--- src/rtl/dmc_consts.vh ---
/*
 * Constants for the channel 0 transfer mode block: I/O register offsets,
 * mode field positions, mode codes and reset values.
 * Assumes inclusion by bare name from the design files under rtl/.
 */
`ifndef DMC_CONSTS_VH
`define DMC_CONSTS_VH

// i/o register offsets (8-bit i/o address)
`define DMC_OFS_SRC_LO      8'h20
`define DMC_OFS_SRC_HI      8'h21
`define DMC_OFS_SRC_BANK    8'h22
`define DMC_OFS_DST_LO      8'h23
`define DMC_OFS_DST_HI      8'h24
`define DMC_OFS_DST_BANK    8'h25
`define DMC_OFS_CNT_LO      8'h26
`define DMC_OFS_CNT_HI      8'h27
`define DMC_OFS_CTRL        8'h30
`define DMC_OFS_MODE        8'h31

// transfer mode register field positions
`define DMC_DM_HI           5
`define DMC_DM_LO           4
`define DMC_SM_HI           3
`define DMC_SM_LO           2
`define DMC_MEM_TIMING      1

// control register bits
`define DMC_CTRL_START      0
`define DMC_CTRL_BUSY       0
`define DMC_CTRL_REFUSED    1

// address mode codes, shared by source and destination
`define DMC_AM_INC          2'h0
`define DMC_AM_DEC          2'h1
`define DMC_AM_FIX          2'h2
`define DMC_AM_IO           2'h3

// request select codes on source address bits 17..16
`define DMC_REQ_EXT         2'h0
`define DMC_REQ_SER0        2'h1
`define DMC_REQ_SER1        2'h2
`define DMC_REQ_SEL_HI      17
`define DMC_REQ_SEL_LO      16

// reset values
`define DMC_MODE_RST        2'h0
`define DMC_TIMING_RST      1'h0
`define DMC_ADDR_RST        20'h00000
`define DMC_CNT_RST         16'h0000
`define DMC_BYTE_RST        8'h00

`endif

--- src/rtl/dmc_buf.v ---
/*
 * Small flip-flop FIFO with valid/ready on both sides, two entries by
 * default. Sits between the read and write halves of each byte move.
 * Assumes one clock and an asynchronous active-low reset.
 */
module dmc_buf #(
    parameter W  = 8,
    parameter AW = 1
) (
    // clock and reset
    input  wire          clk_sys_i,
    input  wire          rst_b_i,
    // fill side
    input  wire          in_valid_i,
    output wire          in_ready_o,
    input  wire [W-1:0]  in_data_i,
    // drain side
    output wire          out_valid_o,
    input  wire          out_ready_i,
    output wire [W-1:0]  out_data_o
);
    localparam D = 1 << AW;

    reg  [W-1:0]  mem_q [0:D-1];
    reg  [AW-1:0] wr_ptr_q;
    reg  [AW-1:0] rd_ptr_q;
    reg  [AW:0]   fill_q;
    wire          push;
    wire          pop;
    integer       i;

    // honest flags straight from the fill count
    assign in_ready_o  = (fill_q != D[AW:0]);
    assign out_valid_o = (fill_q != {(AW+1){1'b0}});
    assign out_data_o  = mem_q[rd_ptr_q];
    assign push        = in_valid_i & in_ready_o;
    assign pop         = out_valid_o & out_ready_i;

    // pointers and count
    always @(posedge clk_sys_i or negedge rst_b_i) begin
        if (!rst_b_i) begin
            wr_ptr_q <= {AW{1'b0}};
            rd_ptr_q <= {AW{1'b0}};
            fill_q   <= {(AW+1){1'b0}};
        end else begin
            if (push)
                wr_ptr_q <= wr_ptr_q + {{(AW-1){1'b0}}, 1'b1};
            if (pop)
                rd_ptr_q <= rd_ptr_q + {{(AW-1){1'b0}}, 1'b1};
            if (push & ~pop)
                fill_q <= fill_q + {{AW{1'b0}}, 1'b1};
            else if (pop & ~push)
                fill_q <= fill_q - {{AW{1'b0}}, 1'b1};
        end
    end

    // storage, cleared so the drain side never shows unknowns
    always @(posedge clk_sys_i or negedge rst_b_i) begin
        if (!rst_b_i) begin
            for (i = 0; i < D; i = i + 1)
                mem_q[i] <= {W{1'b0}};
        end else if (push) begin
            mem_q[wr_ptr_q] <= in_data_i;
        end
    end
endmodule

--- src/rtl/dmc_top.v ---
/*
 * Channel 0 transfer engine with its transfer mode register.
 * Assumes a CPU i/o port (address, read and write strobes) synchronous to
 * clk_sys_i, a bus arbiter answering bus_req_o with bus_grant_i, and a
 * memory/i/o bus that acknowledges each cycle with ack_i.
 */
// What this block does
// (RULE_01) destination field bits 5..4: inc, dec, fixed memory, or fixed i/o
// (RULE_02) reset clears destination field: memory, incrementing address
// (RULE_03) source field bits 3..2: inc, dec, fixed memory, or fixed i/o
// (RULE_04) only twelve combinations valid; reserved ones must not be programmed
// (RULE_05) memory-to-memory uses no request; bit 1 picks burst or cycle steal
// (RULE_06) burst keeps the bus continuously until byte count is zero
// (RULE_07) cycle steal hands the processor one bus cycle per byte moved
// (RULE_08) any i/o end: selected request paces each byte, timing bit ignored
// (RULE_09) reset clears the timing bit, so cycle steal is the default
// (RULE_10) i/o source: address bits 17..16 choose external or serial request
// (RULE_11) source address is twenty bits wide
// (RULE_12) each byte steps both addresses and decrements count, stop at zero
`include "dmc_consts.vh"

module dmc_top #(
    parameter AW = 20,
    parameter CW = 16
) (
    // clock and reset
    input  wire          clk_sys_i,
    input  wire          rst_b_i,
    // cpu i/o register port
    input  wire [7:0]    io_addr_i,
    input  wire          io_wr_i,
    input  wire          io_rd_i,
    input  wire [7:0]    io_wdata_i,
    output wire [7:0]    io_rdata_o,
    // bus ownership
    output wire          bus_req_o,
    input  wire          bus_grant_i,
    // bus cycle
    output wire          cyc_o,
    output wire          we_o,
    output wire          io_o,
    output wire [AW-1:0] adr_o,
    output wire [7:0]    dat_o,
    input  wire [7:0]    dat_i,
    input  wire          ack_i,
    // pacing requests
    input  wire          external_request_0_i,
    input  wire [1:0]    serial_receive_full_i,
    // status
    output wire          busy_o,
    output wire          done_o
);
    localparam ST_IDLE = 3'h0;
    localparam ST_ARB  = 3'h1;
    localparam ST_RD   = 3'h2;
    localparam ST_WR   = 3'h3;
    localparam ST_GIVE = 3'h4;

    reg  [2:0]    state_q;
    reg  [2:0]    state_d;
    reg  [1:0]    dest_mode_q;
    reg  [1:0]    src_mode_q;
    reg           mem_timing_select_q;
    reg  [AW-1:0] ch0_source_address_q;
    reg  [AW-1:0] ch0_dest_address_q;
    reg  [CW-1:0] count_q;
    reg           refused_q;
    reg           done_q;
    reg  [7:0]    rdata_q;
    reg  [7:0]    rdata_d;
    wire          dest_mode_hi;
    wire          dest_mode_lo;
    wire          src_mode_hi;
    wire          src_mode_lo;
    wire          src_io;
    wire          dst_io;
    wire          io_paced;
    wire          combo_ok;
    wire          start;
    wire          cnt_zero;
    wire          pace_req;
    wire          byte_rd;
    wire          byte_wr;
    wire          buf_in_ready;
    wire          buf_out_valid;
    wire [7:0]    buf_out_data;
    wire [1:0]    req_sel;

    // next address for a given mode; fixed and i/o hold
    function [AW-1:0] step_addr;
        input [AW-1:0] a;
        input [1:0]    m;
        begin
            case (m)
                `DMC_AM_INC: step_addr = a + {{(AW-1){1'b0}}, 1'b1};
                `DMC_AM_DEC: step_addr = a - {{(AW-1){1'b0}}, 1'b1};
                default:     step_addr = a;
            endcase
        end
    endfunction

    // true when a mode code means an i/o end
    function is_io;
        input [1:0] m;
        begin
            is_io = (m == `DMC_AM_IO);
        end
    endfunction

    // mode field bits as named
    assign dest_mode_hi = dest_mode_q[1];
    assign dest_mode_lo = dest_mode_q[0];
    assign src_mode_hi  = src_mode_q[1];
    assign src_mode_lo  = src_mode_q[0];

    // (RULE_01) destination type decode
    assign dst_io = is_io(dest_mode_q);
    // (RULE_03) source type decode
    assign src_io = is_io(src_mode_q);
    // (RULE_08) any i/o end means request pacing
    assign io_paced = src_io | dst_io;

    // (RULE_04) reserved: fixed-memory or i/o dest with fixed or i/o source
    assign combo_ok = ~(dest_mode_hi & src_mode_hi);

    assign start    = io_wr_i & (io_addr_i == `DMC_OFS_CTRL)
                    & io_wdata_i[`DMC_CTRL_START] & (state_q == ST_IDLE);
    assign cnt_zero = (count_q == {CW{1'b0}});

    // (RULE_10) request select from source bank bits, only for i/o source
    assign req_sel = src_io ? ch0_source_address_q[`DMC_REQ_SEL_HI:`DMC_REQ_SEL_LO]
                            : `DMC_REQ_EXT;

    // reserved select code leaves the channel waiting, never moving
    assign pace_req = (req_sel == `DMC_REQ_EXT)  ? external_request_0_i :
                      (req_sel == `DMC_REQ_SER0) ? serial_receive_full_i[0] :
                      (req_sel == `DMC_REQ_SER1) ? serial_receive_full_i[1] :
                      1'b0;

    // transfer mode register, cleared at reset
    always @(posedge clk_sys_i or negedge rst_b_i) begin
        if (!rst_b_i) begin
            // (RULE_02) destination field reset
            dest_mode_q         <= `DMC_MODE_RST;
            src_mode_q          <= `DMC_MODE_RST;
            // (RULE_09) timing bit reset
            mem_timing_select_q <= `DMC_TIMING_RST;
        end else if (io_wr_i & (io_addr_i == `DMC_OFS_MODE) & (state_q == ST_IDLE)) begin
            dest_mode_q         <= io_wdata_i[`DMC_DM_HI:`DMC_DM_LO];
            src_mode_q          <= io_wdata_i[`DMC_SM_HI:`DMC_SM_LO];
            mem_timing_select_q <= io_wdata_i[`DMC_MEM_TIMING];
        end
    end

    // byte moves: read half fills the buffer, write half drains it
    assign byte_rd = (state_q == ST_RD) & ack_i;
    assign byte_wr = (state_q == ST_WR) & ack_i & buf_out_valid;

    // addresses and count; cpu writes only while idle, so one owner at a time
    always @(posedge clk_sys_i or negedge rst_b_i) begin
        if (!rst_b_i) begin
            ch0_source_address_q <= `DMC_ADDR_RST;
            ch0_dest_address_q   <= `DMC_ADDR_RST;
            count_q              <= `DMC_CNT_RST;
        end else if (state_q == ST_IDLE) begin
            if (io_wr_i) begin
                // (RULE_11) twenty-bit source address over three bytes
                case (io_addr_i)
                    `DMC_OFS_SRC_LO:   ch0_source_address_q[7:0]   <= io_wdata_i;
                    `DMC_OFS_SRC_HI:   ch0_source_address_q[15:8]  <= io_wdata_i;
                    `DMC_OFS_SRC_BANK: ch0_source_address_q[19:16] <= io_wdata_i[3:0];
                    `DMC_OFS_DST_LO:   ch0_dest_address_q[7:0]     <= io_wdata_i;
                    `DMC_OFS_DST_HI:   ch0_dest_address_q[15:8]    <= io_wdata_i;
                    `DMC_OFS_DST_BANK: ch0_dest_address_q[19:16]   <= io_wdata_i[3:0];
                    `DMC_OFS_CNT_LO:   count_q[7:0]                <= io_wdata_i;
                    `DMC_OFS_CNT_HI:   count_q[15:8]               <= io_wdata_i;
                    default:           count_q                     <= count_q;
                endcase
            end
        end else begin
            // (RULE_12) step source after read
            if (byte_rd)
                ch0_source_address_q <= step_addr(ch0_source_address_q, src_mode_q);
            // (RULE_12) step destination and count after write
            if (byte_wr) begin
                ch0_dest_address_q <= step_addr(ch0_dest_address_q, dest_mode_q);
                count_q            <= count_q - {{(CW-1){1'b0}}, 1'b1};
            end
        end
    end

    // transfer sequencer
    always @* begin
        state_d = state_q;
        case (state_q)
            ST_IDLE: begin
                if (start & combo_ok & ~cnt_zero)
                    state_d = ST_ARB;
            end
            ST_ARB: begin
                // (RULE_05) memory-to-memory needs only the grant
                // (RULE_08) i/o transfers also wait for the request
                if (bus_grant_i & buf_in_ready & (~io_paced | pace_req))
                    state_d = ST_RD;
            end
            ST_RD: begin
                if (ack_i)
                    state_d = ST_WR;
            end
            ST_WR: begin
                if (byte_wr) begin
                    if (count_q == {{(CW-1){1'b0}}, 1'b1})
                        // (RULE_12) stop when count reaches zero
                        state_d = ST_IDLE;
                    else if (io_paced)
                        state_d = ST_ARB;
                    else if (mem_timing_select_q)
                        // (RULE_06) burst keeps the bus
                        state_d = ST_ARB;
                    else
                        // (RULE_07) cycle steal yields a cycle
                        state_d = ST_GIVE;
                end
            end
            ST_GIVE: begin
                state_d = ST_ARB;
            end
            default: begin
                state_d = ST_IDLE;
            end
        endcase
    end

    always @(posedge clk_sys_i or negedge rst_b_i) begin
        if (!rst_b_i)
            state_q <= ST_IDLE;
        else
            state_q <= state_d;
    end

    // refused start and done pulse
    always @(posedge clk_sys_i or negedge rst_b_i) begin
        if (!rst_b_i) begin
            refused_q <= 1'b0;
            done_q    <= 1'b0;
        end else begin
            // (RULE_04) a reserved combination never starts
            if (start)
                refused_q <= ~combo_ok;
            done_q <= (state_q != ST_IDLE) & (state_d == ST_IDLE);
        end
    end

    // (RULE_06) bus request stays up between bytes in burst
    // (RULE_07) request drops in the give cycle for the processor
    assign bus_req_o = (state_q == ST_RD) | (state_q == ST_WR)
                     | ((state_q == ST_ARB) & (~io_paced | pace_req));

    // bus cycle outputs, muxed from held registers
    assign cyc_o = (state_q == ST_RD) | ((state_q == ST_WR) & buf_out_valid);
    assign we_o  = (state_q == ST_WR);
    assign io_o  = (state_q == ST_WR) ? dst_io : src_io;
    assign adr_o = (state_q == ST_WR) ? ch0_dest_address_q : ch0_source_address_q;
    assign dat_o = buf_out_data;

    // read side: the bus may stall the write half; the buffer absorbs it
    dmc_buf #(
        .W  (8),
        .AW (1)
    ) u_buf (
        .clk_sys_i   (clk_sys_i),
        .rst_b_i     (rst_b_i),
        .in_valid_i  (byte_rd),
        .in_ready_o  (buf_in_ready),
        .in_data_i   (dat_i),
        .out_valid_o (buf_out_valid),
        .out_ready_i (byte_wr),
        .out_data_o  (buf_out_data)
    );

    // register read mux; reserved bits read as zero
    always @* begin
        rdata_d = `DMC_BYTE_RST;
        case (io_addr_i)
            `DMC_OFS_SRC_LO:   rdata_d = ch0_source_address_q[7:0];
            `DMC_OFS_SRC_HI:   rdata_d = ch0_source_address_q[15:8];
            `DMC_OFS_SRC_BANK: rdata_d = {4'h0, ch0_source_address_q[19:16]};
            `DMC_OFS_DST_LO:   rdata_d = ch0_dest_address_q[7:0];
            `DMC_OFS_DST_HI:   rdata_d = ch0_dest_address_q[15:8];
            `DMC_OFS_DST_BANK: rdata_d = {4'h0, ch0_dest_address_q[19:16]};
            `DMC_OFS_CNT_LO:   rdata_d = count_q[7:0];
            `DMC_OFS_CNT_HI:   rdata_d = count_q[15:8];
            `DMC_OFS_CTRL: begin
                rdata_d[`DMC_CTRL_BUSY]    = (state_q != ST_IDLE);
                rdata_d[`DMC_CTRL_REFUSED] = refused_q;
            end
            `DMC_OFS_MODE: begin
                rdata_d[`DMC_DM_HI]      = dest_mode_hi;
                rdata_d[`DMC_DM_LO]      = dest_mode_lo;
                rdata_d[`DMC_SM_HI]      = src_mode_hi;
                rdata_d[`DMC_SM_LO]      = src_mode_lo;
                rdata_d[`DMC_MEM_TIMING] = mem_timing_select_q;
            end
            default:           rdata_d = `DMC_BYTE_RST;
        endcase
    end

    // read data held until the next read strobe
    always @(posedge clk_sys_i or negedge rst_b_i) begin
        if (!rst_b_i)
            rdata_q <= `DMC_BYTE_RST;
        else if (io_rd_i)
            rdata_q <= rdata_d;
    end

    assign io_rdata_o = rdata_q;
    assign busy_o     = (state_q != ST_IDLE);
    assign done_o     = done_q;
endmodule

--- config.mk ---
export PLATFORM = sky130hd
export DESIGN_NAME = dmc_top
export DESIGN_NICKNAME = d
export VERILOG_FILES = /design/src/rtl/dmc_buf.v /design/src/rtl/dmc_top.v
export VERILOG_INCLUDE_DIRS = /design/src /design/src/rtl
export SDC_FILE = /design/constraint.sdc
export NUM_CORES = 1
export LEC_CHECK = 0
export BUFFER_PORTS_ARGS = -buffer_cell sky130_fd_sc_hd__buf_4
export CAP_MARGIN = 30
export CELL_PAD_IN_SITES_DETAIL_PLACEMENT = 0
export CELL_PAD_IN_SITES_GLOBAL_PLACEMENT = 1
export CORE_UTILIZATION = 49
export CTS_CLUSTER_SIZE = 30
export DETAILED_ROUTE_END_ITERATION = 8
export PLACE_DENSITY = 0.82
export SLEW_MARGIN = 10
export SYNTH_ARGS = -nofsm -noshare
export SYNTH_HDL_FRONTEND = slang
export SYNTH_SLANG_ARGS = --single-unit
export TNS_END_PERCENT = 10
--- constraint.sdc ---
create_clock -name clk_sys_i -period 5.5 [get_ports clk_sys_i]
set_clock_uncertainty 0.1 [all_clocks]
set_input_delay 0.275 -clock clk_sys_i [delete_from_list [all_inputs] [get_ports clk_sys_i]]
set_output_delay 0.275 -clock clk_sys_i [all_outputs]
set_load 0.1 [all_outputs]
==> results, run 1 <==
- The tree is rooted in a sky130_fd_sc_hd__clkbuf_16.
- The max-cap check violation count is 0.
- For this run, asynchronously set or reset flops after synthesis account for 1.00.
- The largest fanout on the critical path is 18.
- Adding up every negative setup slack in the final design gives 0 ns.
- After detailed routing, the average wire length per cell comes to 21.5 um.
- For this run, the total global-route usage over all layers was measured as 0.312.
- The post-CTS clock slew at the launch and capture registers of the worst setup and hold paths is 0.08 ns.
- The final core utilization is 0.578.
- A synthesized cell averages 8.77 um^2.
- In this run the core area contains 43 standard-cell rows.
- The slowest stage of the critical path is the sky130_fd_sc_hd__inv_1 cell.
- By area the synthesized netlist is led by sky130_fd_sc_hd__dfrtp_1 33%, sky130_fd_sc_hd__mux2_2 7.9%, sky130_fd_sc_hd__ha_1 7.0%.
- After detailed routing, the number of remaining DRC violations is 0.
- The synthesis-to-layout area growth is 13.8%.
- After detailed routing, the met2 layer carries 9900 um of wire.
- The placed instances occupy a cell area of 7800 um^2.
- In this run the standard cell core region covers 14,000 um^2.
- The clock tree from TritonCTS is built.
- No sink is reached through more buffers than the 2 on the longest clock path.
- Leaving out fill and tap cells, the most frequent cells in the layout are 94 x sky130_fd_sc_hd__dfrtp_1, 92 x sky130_fd_sc_hd__nand2_1, 76 x sky130_fd_sc_hd__buf_4, 72 x sky130_fd_sc_hd__a21oi_1, 60 x sky130_fd_sc_hd__nor2_1.
- Summed over all cells, the static leakage comes to 0.00377 uW.
- The final net count is 944.
- Static timing analysis puts the maximum clock frequency at 255 MHz.
- The hold violation total from the final report was 0.
- Clock tree synthesis found a total of 94 sinks.
- The top routing layer in use is met4.
- The met3 layer wire length in the routed design is 1740 um.
- Together, buffers and inverters on the worst path number 1.
- For this block, the initial DRC count from the detailed router was 565.
- Leaving out fill and tap cells, the most frequent cell in the layout is sky130_fd_sc_hd__dfrtp_1.
- The min-delay analysis places its worst path in the category input pin to flip-flop.
- STA classifies the critical path startpoint as a flip-flop.
- After global routing the overflow that remains totals 0.
- Gates resized during post-CTS repair numbered 0.
- The critical path goes through nand2b_1 > inv_1 > ha_1 > nor2b_1 > o31ai_1 > a22oi_1 > a22o_1 > a21o_1 > a41oi_1 > xor2_1 > o221ai_1.
- The congestion estimate from routability-driven global placement came to 0.968.
- For this design the top-level I/O count stands at 75.
- Buffers inserted during clock tree synthesis total 9.
- The critical path data arrival time is 4.01 ns.
- The synthesized netlist net count is 889.
- The path type of the worst setup path is flip-flop to flip-flop.
- Of the available clock period, the critical path in the final layout requires 0.712.
- The share of the Yosys chip area taken by registers is 0.330.
- The overall power of the completed layout is 5340 uW.
- In this run the post-CTS setup repair buffer count came out at 0.
- For the pin with the worst max-slew slack, the measured transition is 0.976 ns.
- The worst-case hold slack is 0.0545 ns.
- The worst path in the final design needs a cycle of 3.92 ns, including I/O delays and setup.
- The sum of routed wire length over all layers is 22,700 um.
- The via count of the first global-routing pass came to 6,141.
- The number of synthesized register bits is 94.
- The cell count after synthesis is 814.
- The count of warnings emitted by yosys is 0.
- From bottom edge to top edge, the die measures 123 um.
- The number of enable-type register cells in the synthesized netlist is 0.
- The number of buffers inserted by hold repair at cts is 1.
- The die covers 15,000 um^2.
- The detailed-router iteration count before antenna repair is 7.
- The clock latency reported for the late side of the worst-skew pair is 0.36 ns.
- The finished cells cover 8120 um^2.
- The cell family contributing the most delay on the critical path is compound AO/OA/AOI/OAI gates.
- The horizontal extent of the die is 123 um.
- The fraction of layout cells with a size suffix above 1 is 0.193.
- The number of setup violations in the final report is 0.
- The highest ir drop seen on vdd is 563 uV.
- The number of different library cells used by synthesis comes to 82.
- The final HPWL from detailed placement is 17,200 um.
- The initial cell density of the core is 0.508.
- The biggest area consumer among synthesized cells is sky130_fd_sc_hd__dfrtp_1.
- The element type at the critical path end is a flip-flop.
- The area share of the leading cell type in the synthesized netlist is 0.330.
- Setup repair after global routing left no endpoint under its margin.
- Entering global routing, the biggest net connects 63 pins.
- The total vias in the final route is 6,615.
- The final-report max-slew violation count is 0.
- After synthesis the cells add up to 7140 um^2.
- The areal power density over the cells is 657 nW/um^2.
- The vias per cell is 6.27.
- During placement, the flow inserted port buffers numbering 74.
- The run finished with clean final reports.
- The worst relative slew slack is 0.345.
- The routed length on met1 is 10,500 um.
- The predominant post-synthesis flop cell is sky130_fd_sc_hd__dfrtp_1.
- In this design, the stage delay of the slowest critical-path cell is 0.54 ns.
- The data required time of the critical path is 5.59 ns.
- The first global-routing pass estimated 35,100 um of wire.
- The number of nets with antenna violations after routing is 0.
- The initial antenna violation count is 0.
- CTS built an H-tree with a depth of 3.
==> state kept, by name, indices dropped and copies added (netlist names) <==
name and cells:
count_q 16, mem_timing_select_q 1, u_buf.fill_q 2, src_mode_q 2, u_buf.rd_ptr_q 1, io_rdata_o 8, refused_q 1, dest_mode_q 2
done_o 1, u_buf.mem_q 16, ch0_dest_address_q 20, ch0_source_address_q 20, state_q 3, u_buf.wr_ptr_q 1
==> power breakdown <==
group          internal [uW]  switching [uW]  total [uW]
clock                    362             297         659
sequential               961             381        1340
combinational            967            2370        3340
==> cells by family after synthesis <==
family / share of synthesized area
and+or+nand+nor: 0.170
xor gates and xnor gates: 0.0405
adders and majority gates: 0.0757
AOI/OAI and AO/OA: 0.245
DFF: 0.330
buffers and inverters: 0.0359
muxes: 0.103
==> cells in the mapped netlist, types with 3 or more instances <==
library cell	number
sky130_fd_sc_hd__a211oi_1	4
sky130_fd_sc_hd__buf_2	4
sky130_fd_sc_hd__nor2_1	60
sky130_fd_sc_hd__nor3_1	16
sky130_fd_sc_hd__o21ai_2	3
sky130_fd_sc_hd__and3_1	7
sky130_fd_sc_hd__a21o_1	19
sky130_fd_sc_hd__o32ai_1	3
sky130_fd_sc_hd__a22oi_1	7
sky130_fd_sc_hd__xnor2_1	21
sky130_fd_sc_hd__o21ai_0	51
sky130_fd_sc_hd__nand3_1	13
sky130_fd_sc_hd__buf_1	4
sky130_fd_sc_hd__clkbuf_1	22
sky130_fd_sc_hd__xor2_1	12
sky130_fd_sc_hd__o21bai_1	3
sky130_fd_sc_hd__nand3b_1	5
sky130_fd_sc_hd__nand2b_1	11
sky130_fd_sc_hd__a41oi_1	3
sky130_fd_sc_hd__a221oi_1	9
sky130_fd_sc_hd__nor2b_1	7
sky130_fd_sc_hd__a22o_1	5
sky130_fd_sc_hd__inv_1	22
sky130_fd_sc_hd__mux2_2	50
sky130_fd_sc_hd__and2_1	10
sky130_fd_sc_hd__mux2i_1	11
sky130_fd_sc_hd__o21ai_1	32
sky130_fd_sc_hd__a31oi_1	13
sky130_fd_sc_hd__ha_1	40
sky130_fd_sc_hd__nand2_1	92
sky130_fd_sc_hd__dfrtp_1	94
sky130_fd_sc_hd__a21oi_1	72
sky130_fd_sc_hd__o221ai_1	10
sky130_fd_sc_hd__o21a_1	7
sky130_fd_sc_hd__o31ai_1	12
==> metrics by stage <==
step | setup slack, ns | instances
floorplan | 2.02 | 814
global placement | 1.79 | 1036
detailed placement | 1.65 | 1037
CTS | 1.64 | 1054
global route | 1.36 | 1054
finish | 1.58 | 1055
==> cell type report <==
class / count / area (um^2)
sequential: 94 / 2350
fill: 1251 / 5920
clock buffer: 10 / 229
antenna: 1 / 2.50
tap: 180 / 225
clock inverter: 6 / 77.6
timing repair buffer: 78 / 608
inverter: 25 / 96.3
multi-input combinational: 661 / 4530
==> worst paths after layout <==
path,from,endpoint,slack (ns),depth (start not counted)
worst max register to register,src_mode_q[1],ch0_source_address_q[18],1.58,11
min in group asynchronous,rst_b_i,io_rdata_o[7],0.18,2
worst min register to register,u_buf.mem_q[7],u_buf.mem_q[7],0.40,1
max in group asynchronous,rst_b_i,ch0_dest_address_q[8],4.18,4
worst min-delay path,dat_i[6],u_buf.mem_q[14],0.05,2
worst max-delay path,src_mode_q[1],ch0_source_address_q[18],1.58,11
==> routing by layer <==
metal,GRT usage,vias up
met3,0.0418,39
met5,0,-
met4,0.104,0
li1,-,3107
met1,0.462,3199
met2,0.464,270
(Power assumes the default switching activity.)
==> run 2, diff against run 1 <==
--- a/config.mk
+++ b/config.mk
@@ -10,10 +10,10 @@
 export CAP_MARGIN = 30
 export CELL_PAD_IN_SITES_DETAIL_PLACEMENT = 0
 export CELL_PAD_IN_SITES_GLOBAL_PLACEMENT = 1
-export CORE_UTILIZATION = 49
+export CORE_UTILIZATION = 41
 export CTS_CLUSTER_SIZE = 30
 export DETAILED_ROUTE_END_ITERATION = 8
-export PLACE_DENSITY = 0.82
+export PLACE_DENSITY = 0.73
 export SLEW_MARGIN = 10
 export SYNTH_ARGS = -nofsm -noshare
 export SYNTH_HDL_FRONTEND = slang
==> constraint.sdc (replaced) <==
create_clock -name clk_sys_i -period 3.28 [get_ports clk_sys_i]
set_clock_uncertainty 0.1 [all_clocks]
set_input_delay 0.164 -clock clk_sys_i [delete_from_list [all_inputs] [get_ports clk_sys_i]]
set_output_delay 0.164 -clock clk_sys_i [all_outputs]
set_load 0.1 [all_outputs]
==> results, run 2 (synthesis results as in run 1) <==
- The routed design has 24,100 um of wire.
- Across the VDD grid, the largest voltage drop is 865 uV.
- For the finished layout, the period the worst path requires is 3.04 ns.
- Setup repair after global routing could not meet its margin everywhere.
- The worst setup slack for register-to-register paths is 0.24 ns.
- 0 antenna diodes ended up in the layout.
- The final-layout setup total negative slack is 0 ns.
- In the final layout, the multi-input gates occupy 4540 um^2.
- The area of the core is 16,800 um^2.
- Data arrives at the worst endpoint at 3.14 ns.
- The leakage power summed over all cells is 0.00391 uW.
- In this run the horizontal extent of the chip is 134 um.
- The worst-margin pin slew is 0.757 ns.
- The clock tree from TritonCTS is built.
- The number of standard-cell rows in the floorplan is 47.
- The max-cap check violation count is 0.
- The worst hold path endpoint is io_rdata_o[7].
- Summing all flip-flop and latch instances after layout gives 2350 um^2.
- The startpoint class of the critical path is a flip-flop.
- The deepest level of the CTS H-tree is 3.
- The most common cell after layout, fill and taps aside is sky130_fd_sc_hd__buf_4.
- The aggregate global routing overflow is 0.
- The final-report max-slew violation count is 0.
- The hold violation total from the final report is 0.
- Leaving out fill and tap cells, the most frequent cells in the layout are 96 x sky130_fd_sc_hd__buf_4, 94 x sky130_fd_sc_hd__dfrtp_1, 92 x sky130_fd_sc_hd__nand2_1, 72 x sky130_fd_sc_hd__a21oi_1, 60 x sky130_fd_sc_hd__nor2_1.
- In this run, CTS created clock tree buffers numbering 9.
- The capture instance of the worst register-to-register path is ch0_source_address_q[18].
- The flow ran to the end, and the final reports show no timing, DRC or antenna violations.
- The post-route clock period utilization is 0.926.
- The number of buffers on the longest clock path is 2.
- The fmax is 329 MHz.
- The initial cell density of the core is 0.426.
- The number of sinks driven by the clock tree is 94.
- The areal power density over the cells is 1080 nW/um^2.
- The first routing iteration left 583 violations.
- The clock root buffer is sky130_fd_sc_hd__clkbuf_16.
- The placed instances occupy a cell area of 7970 um^2.
- The total of buffers placed on input and output ports is 74.
- The boundary pin count is 75.
- The largest fanout on the critical path is 6.
- For this run, design rule violations remaining after detail routing come to 0.
- The worst hold path class is input pin to flip-flop.
- After legalization and detailed placement, the total HPWL measured 18,400 um.
- Measured against its own limit, the worst slew margin works out to 0.492.
- Buffers added to address setup during post-CTS repair amount to 0.
- The cell area after layout is 8450 um^2.
- The worst setup margin is 0.243 ns.
- The number of setup violations in the final report is 0.
- Entering global routing, the biggest net connects 68 pins.
- The launch point of the worst reg-to-reg path is src_mode_q[1].
- Before CTS, the worst setup slack after placement is 0.148 ns.
- The startpoint of the most critical hold path is io_rd_i.
- The data required time of the critical path is 3.39 ns.
- The worst setup path is captured at a flip-flop.
- The total vias in the final route is 6,776.
- The count of filler cells inserted in the layout is 1,614.
- In the final layout, the registers with the most flip-flops are ch0_dest_address_q: 20 flops, ch0_source_address_q: 20 flops.
- After detailed routing, the number of vias per cell comes to 6.02.
- The initial antenna violation count is 0.
- The floorplan step set the die height to 134 um.
- The via count of the first global-routing pass came to 6,427.
- The path type of the worst setup path is flip-flop to flip-flop.
- After detailed routing, the average wire length per cell comes to 21.4 um.
- The count of nets left with antenna violations once routing finished came out at 0.
- In the final layout, the share of cells above drive strength 1 is 0.212.
- The global-route wire length before repair is 37,400 um.
- The number of cells traversed by the worst hold path is 2.
- The congestion estimate from routability-driven global placement came to 0.920.
- The synthesis-to-layout area growth is 18.4%.
- The first detailed-routing pass took 5 iterations.
- The clock latency reported for the late side of the worst-skew pair is 0.36 ns.
- In the final design database the tool counted 976 nets.
- The area enclosed by the die boundary is 17,900 um^2.
- Counting cells, the worst reg-to-reg path comes to 11.
- Across every metal layer, demand over resource in global routing totals 0.276.
- After clock tree synthesis, the clock-pin slew on the worst setup and hold paths is 0.08 ns.
-- run 2: changes by cell type in the layout (fill, tap and decap cells not counted), sizes merged --
cell / change
buf: +20
clkbuf: -1
clkinv: +2
clkinvlp: -1
diode: -1
dlygate4sd3: +12
-- run 2: layer usage --
metal,track usage,share of wire,vias to the layer above,wire [um]
met4,0.0985,0.029,0,695
met2,0.408,0.43,310,10300
met1,0.398,0.45,3248,10900
met3,0.0514,0.091,37,2190
met5,0,0,-,0
li1,-,-,3181,-
-- run 2: layout make-up --
type                    instances  share of cell area
multi-input cells             661               0.537
flip-flops and latches         94               0.278
clock inverters                 7             0.00963
repair buffers                110               0.104
inverters                      25              0.0114
clock buffers                   9              0.0267
well taps                     220              0.0326
-- run 2: power by group --
part           internal, uW  switching (uW)  leakage, uW
registers              1610             663      0.00117
logic                  1710            4020      0.00259
clock network           604             506     0.000152
total                  3920            5190      0.00391
-- run 2: what timing repair did --
| action | in CTS | in global routing |
|---|---|---|
| endpoints found under the setup margin | 0 | 4 |
| hold buffers | 13 | 0 |
| gates resized for setup | 0 | 3 |
| hold endpoints to repair | 85 | 0 |
-- run 2: metrics by stage --
| step | hold WS (ns) | instances | utilization | power (uW) |
|---|---|---|---|---|
| 2_1_floorplan | -0.232 | 814 | - | 6450 |
| 3_3_place_gp | 0.241 | 1094 | 0.475 | 7830 |
| 3_5_place_dp | 0.254 | 1095 | 0.475 | 7930 |
| 4_1_cts | 0.000455 | 1124 | 0.502 | 9070 |
| 5_1_grt | 0.0284 | 1126 | 0.504 | 9590 |
| 6_report | 0.00900 | 1126 | 0.504 | 9110 |
-- run 2: worst max-delay path by stage --
stage,startpoint,slack (ns),depth (start not counted),to
after floorplan,state_q[2],-0.06,4,io_o
after global placement,dest_mode_q[1],0.22,11,ch0_dest_address_q[18]
after detailed placement,dest_mode_q[1],0.15,11,ch0_dest_address_q[18]
after CTS,dest_mode_q[1],0.15,11,ch0_dest_address_q[18]
after global routing,dest_mode_q[0],-0.008,11,ch0_dest_address_q[18]
final,src_mode_q[1],0.24,11,ch0_source_address_q[18]
-- run 2: worst max-delay path: stages, from the launching register on --
cell and delay (ns):
sky130_fd_sc_hd__dfrtp_1 0.38, sky130_fd_sc_hd__nand2b_1 0.15, sky130_fd_sc_hd__inv_1 0.18, sky130_fd_sc_hd__buf_4 0.19, sky130_fd_sc_hd__ha_1 0.25, sky130_fd_sc_hd__a2111oi_1 0.35
sky130_fd_sc_hd__a22oi_1 0.20, sky130_fd_sc_hd__a22o_1 0.33, sky130_fd_sc_hd__a21o_1 0.22, sky130_fd_sc_hd__a41oi_1 0.25, sky130_fd_sc_hd__xor2_1 0.17, sky130_fd_sc_hd__o221ai_1 0.12
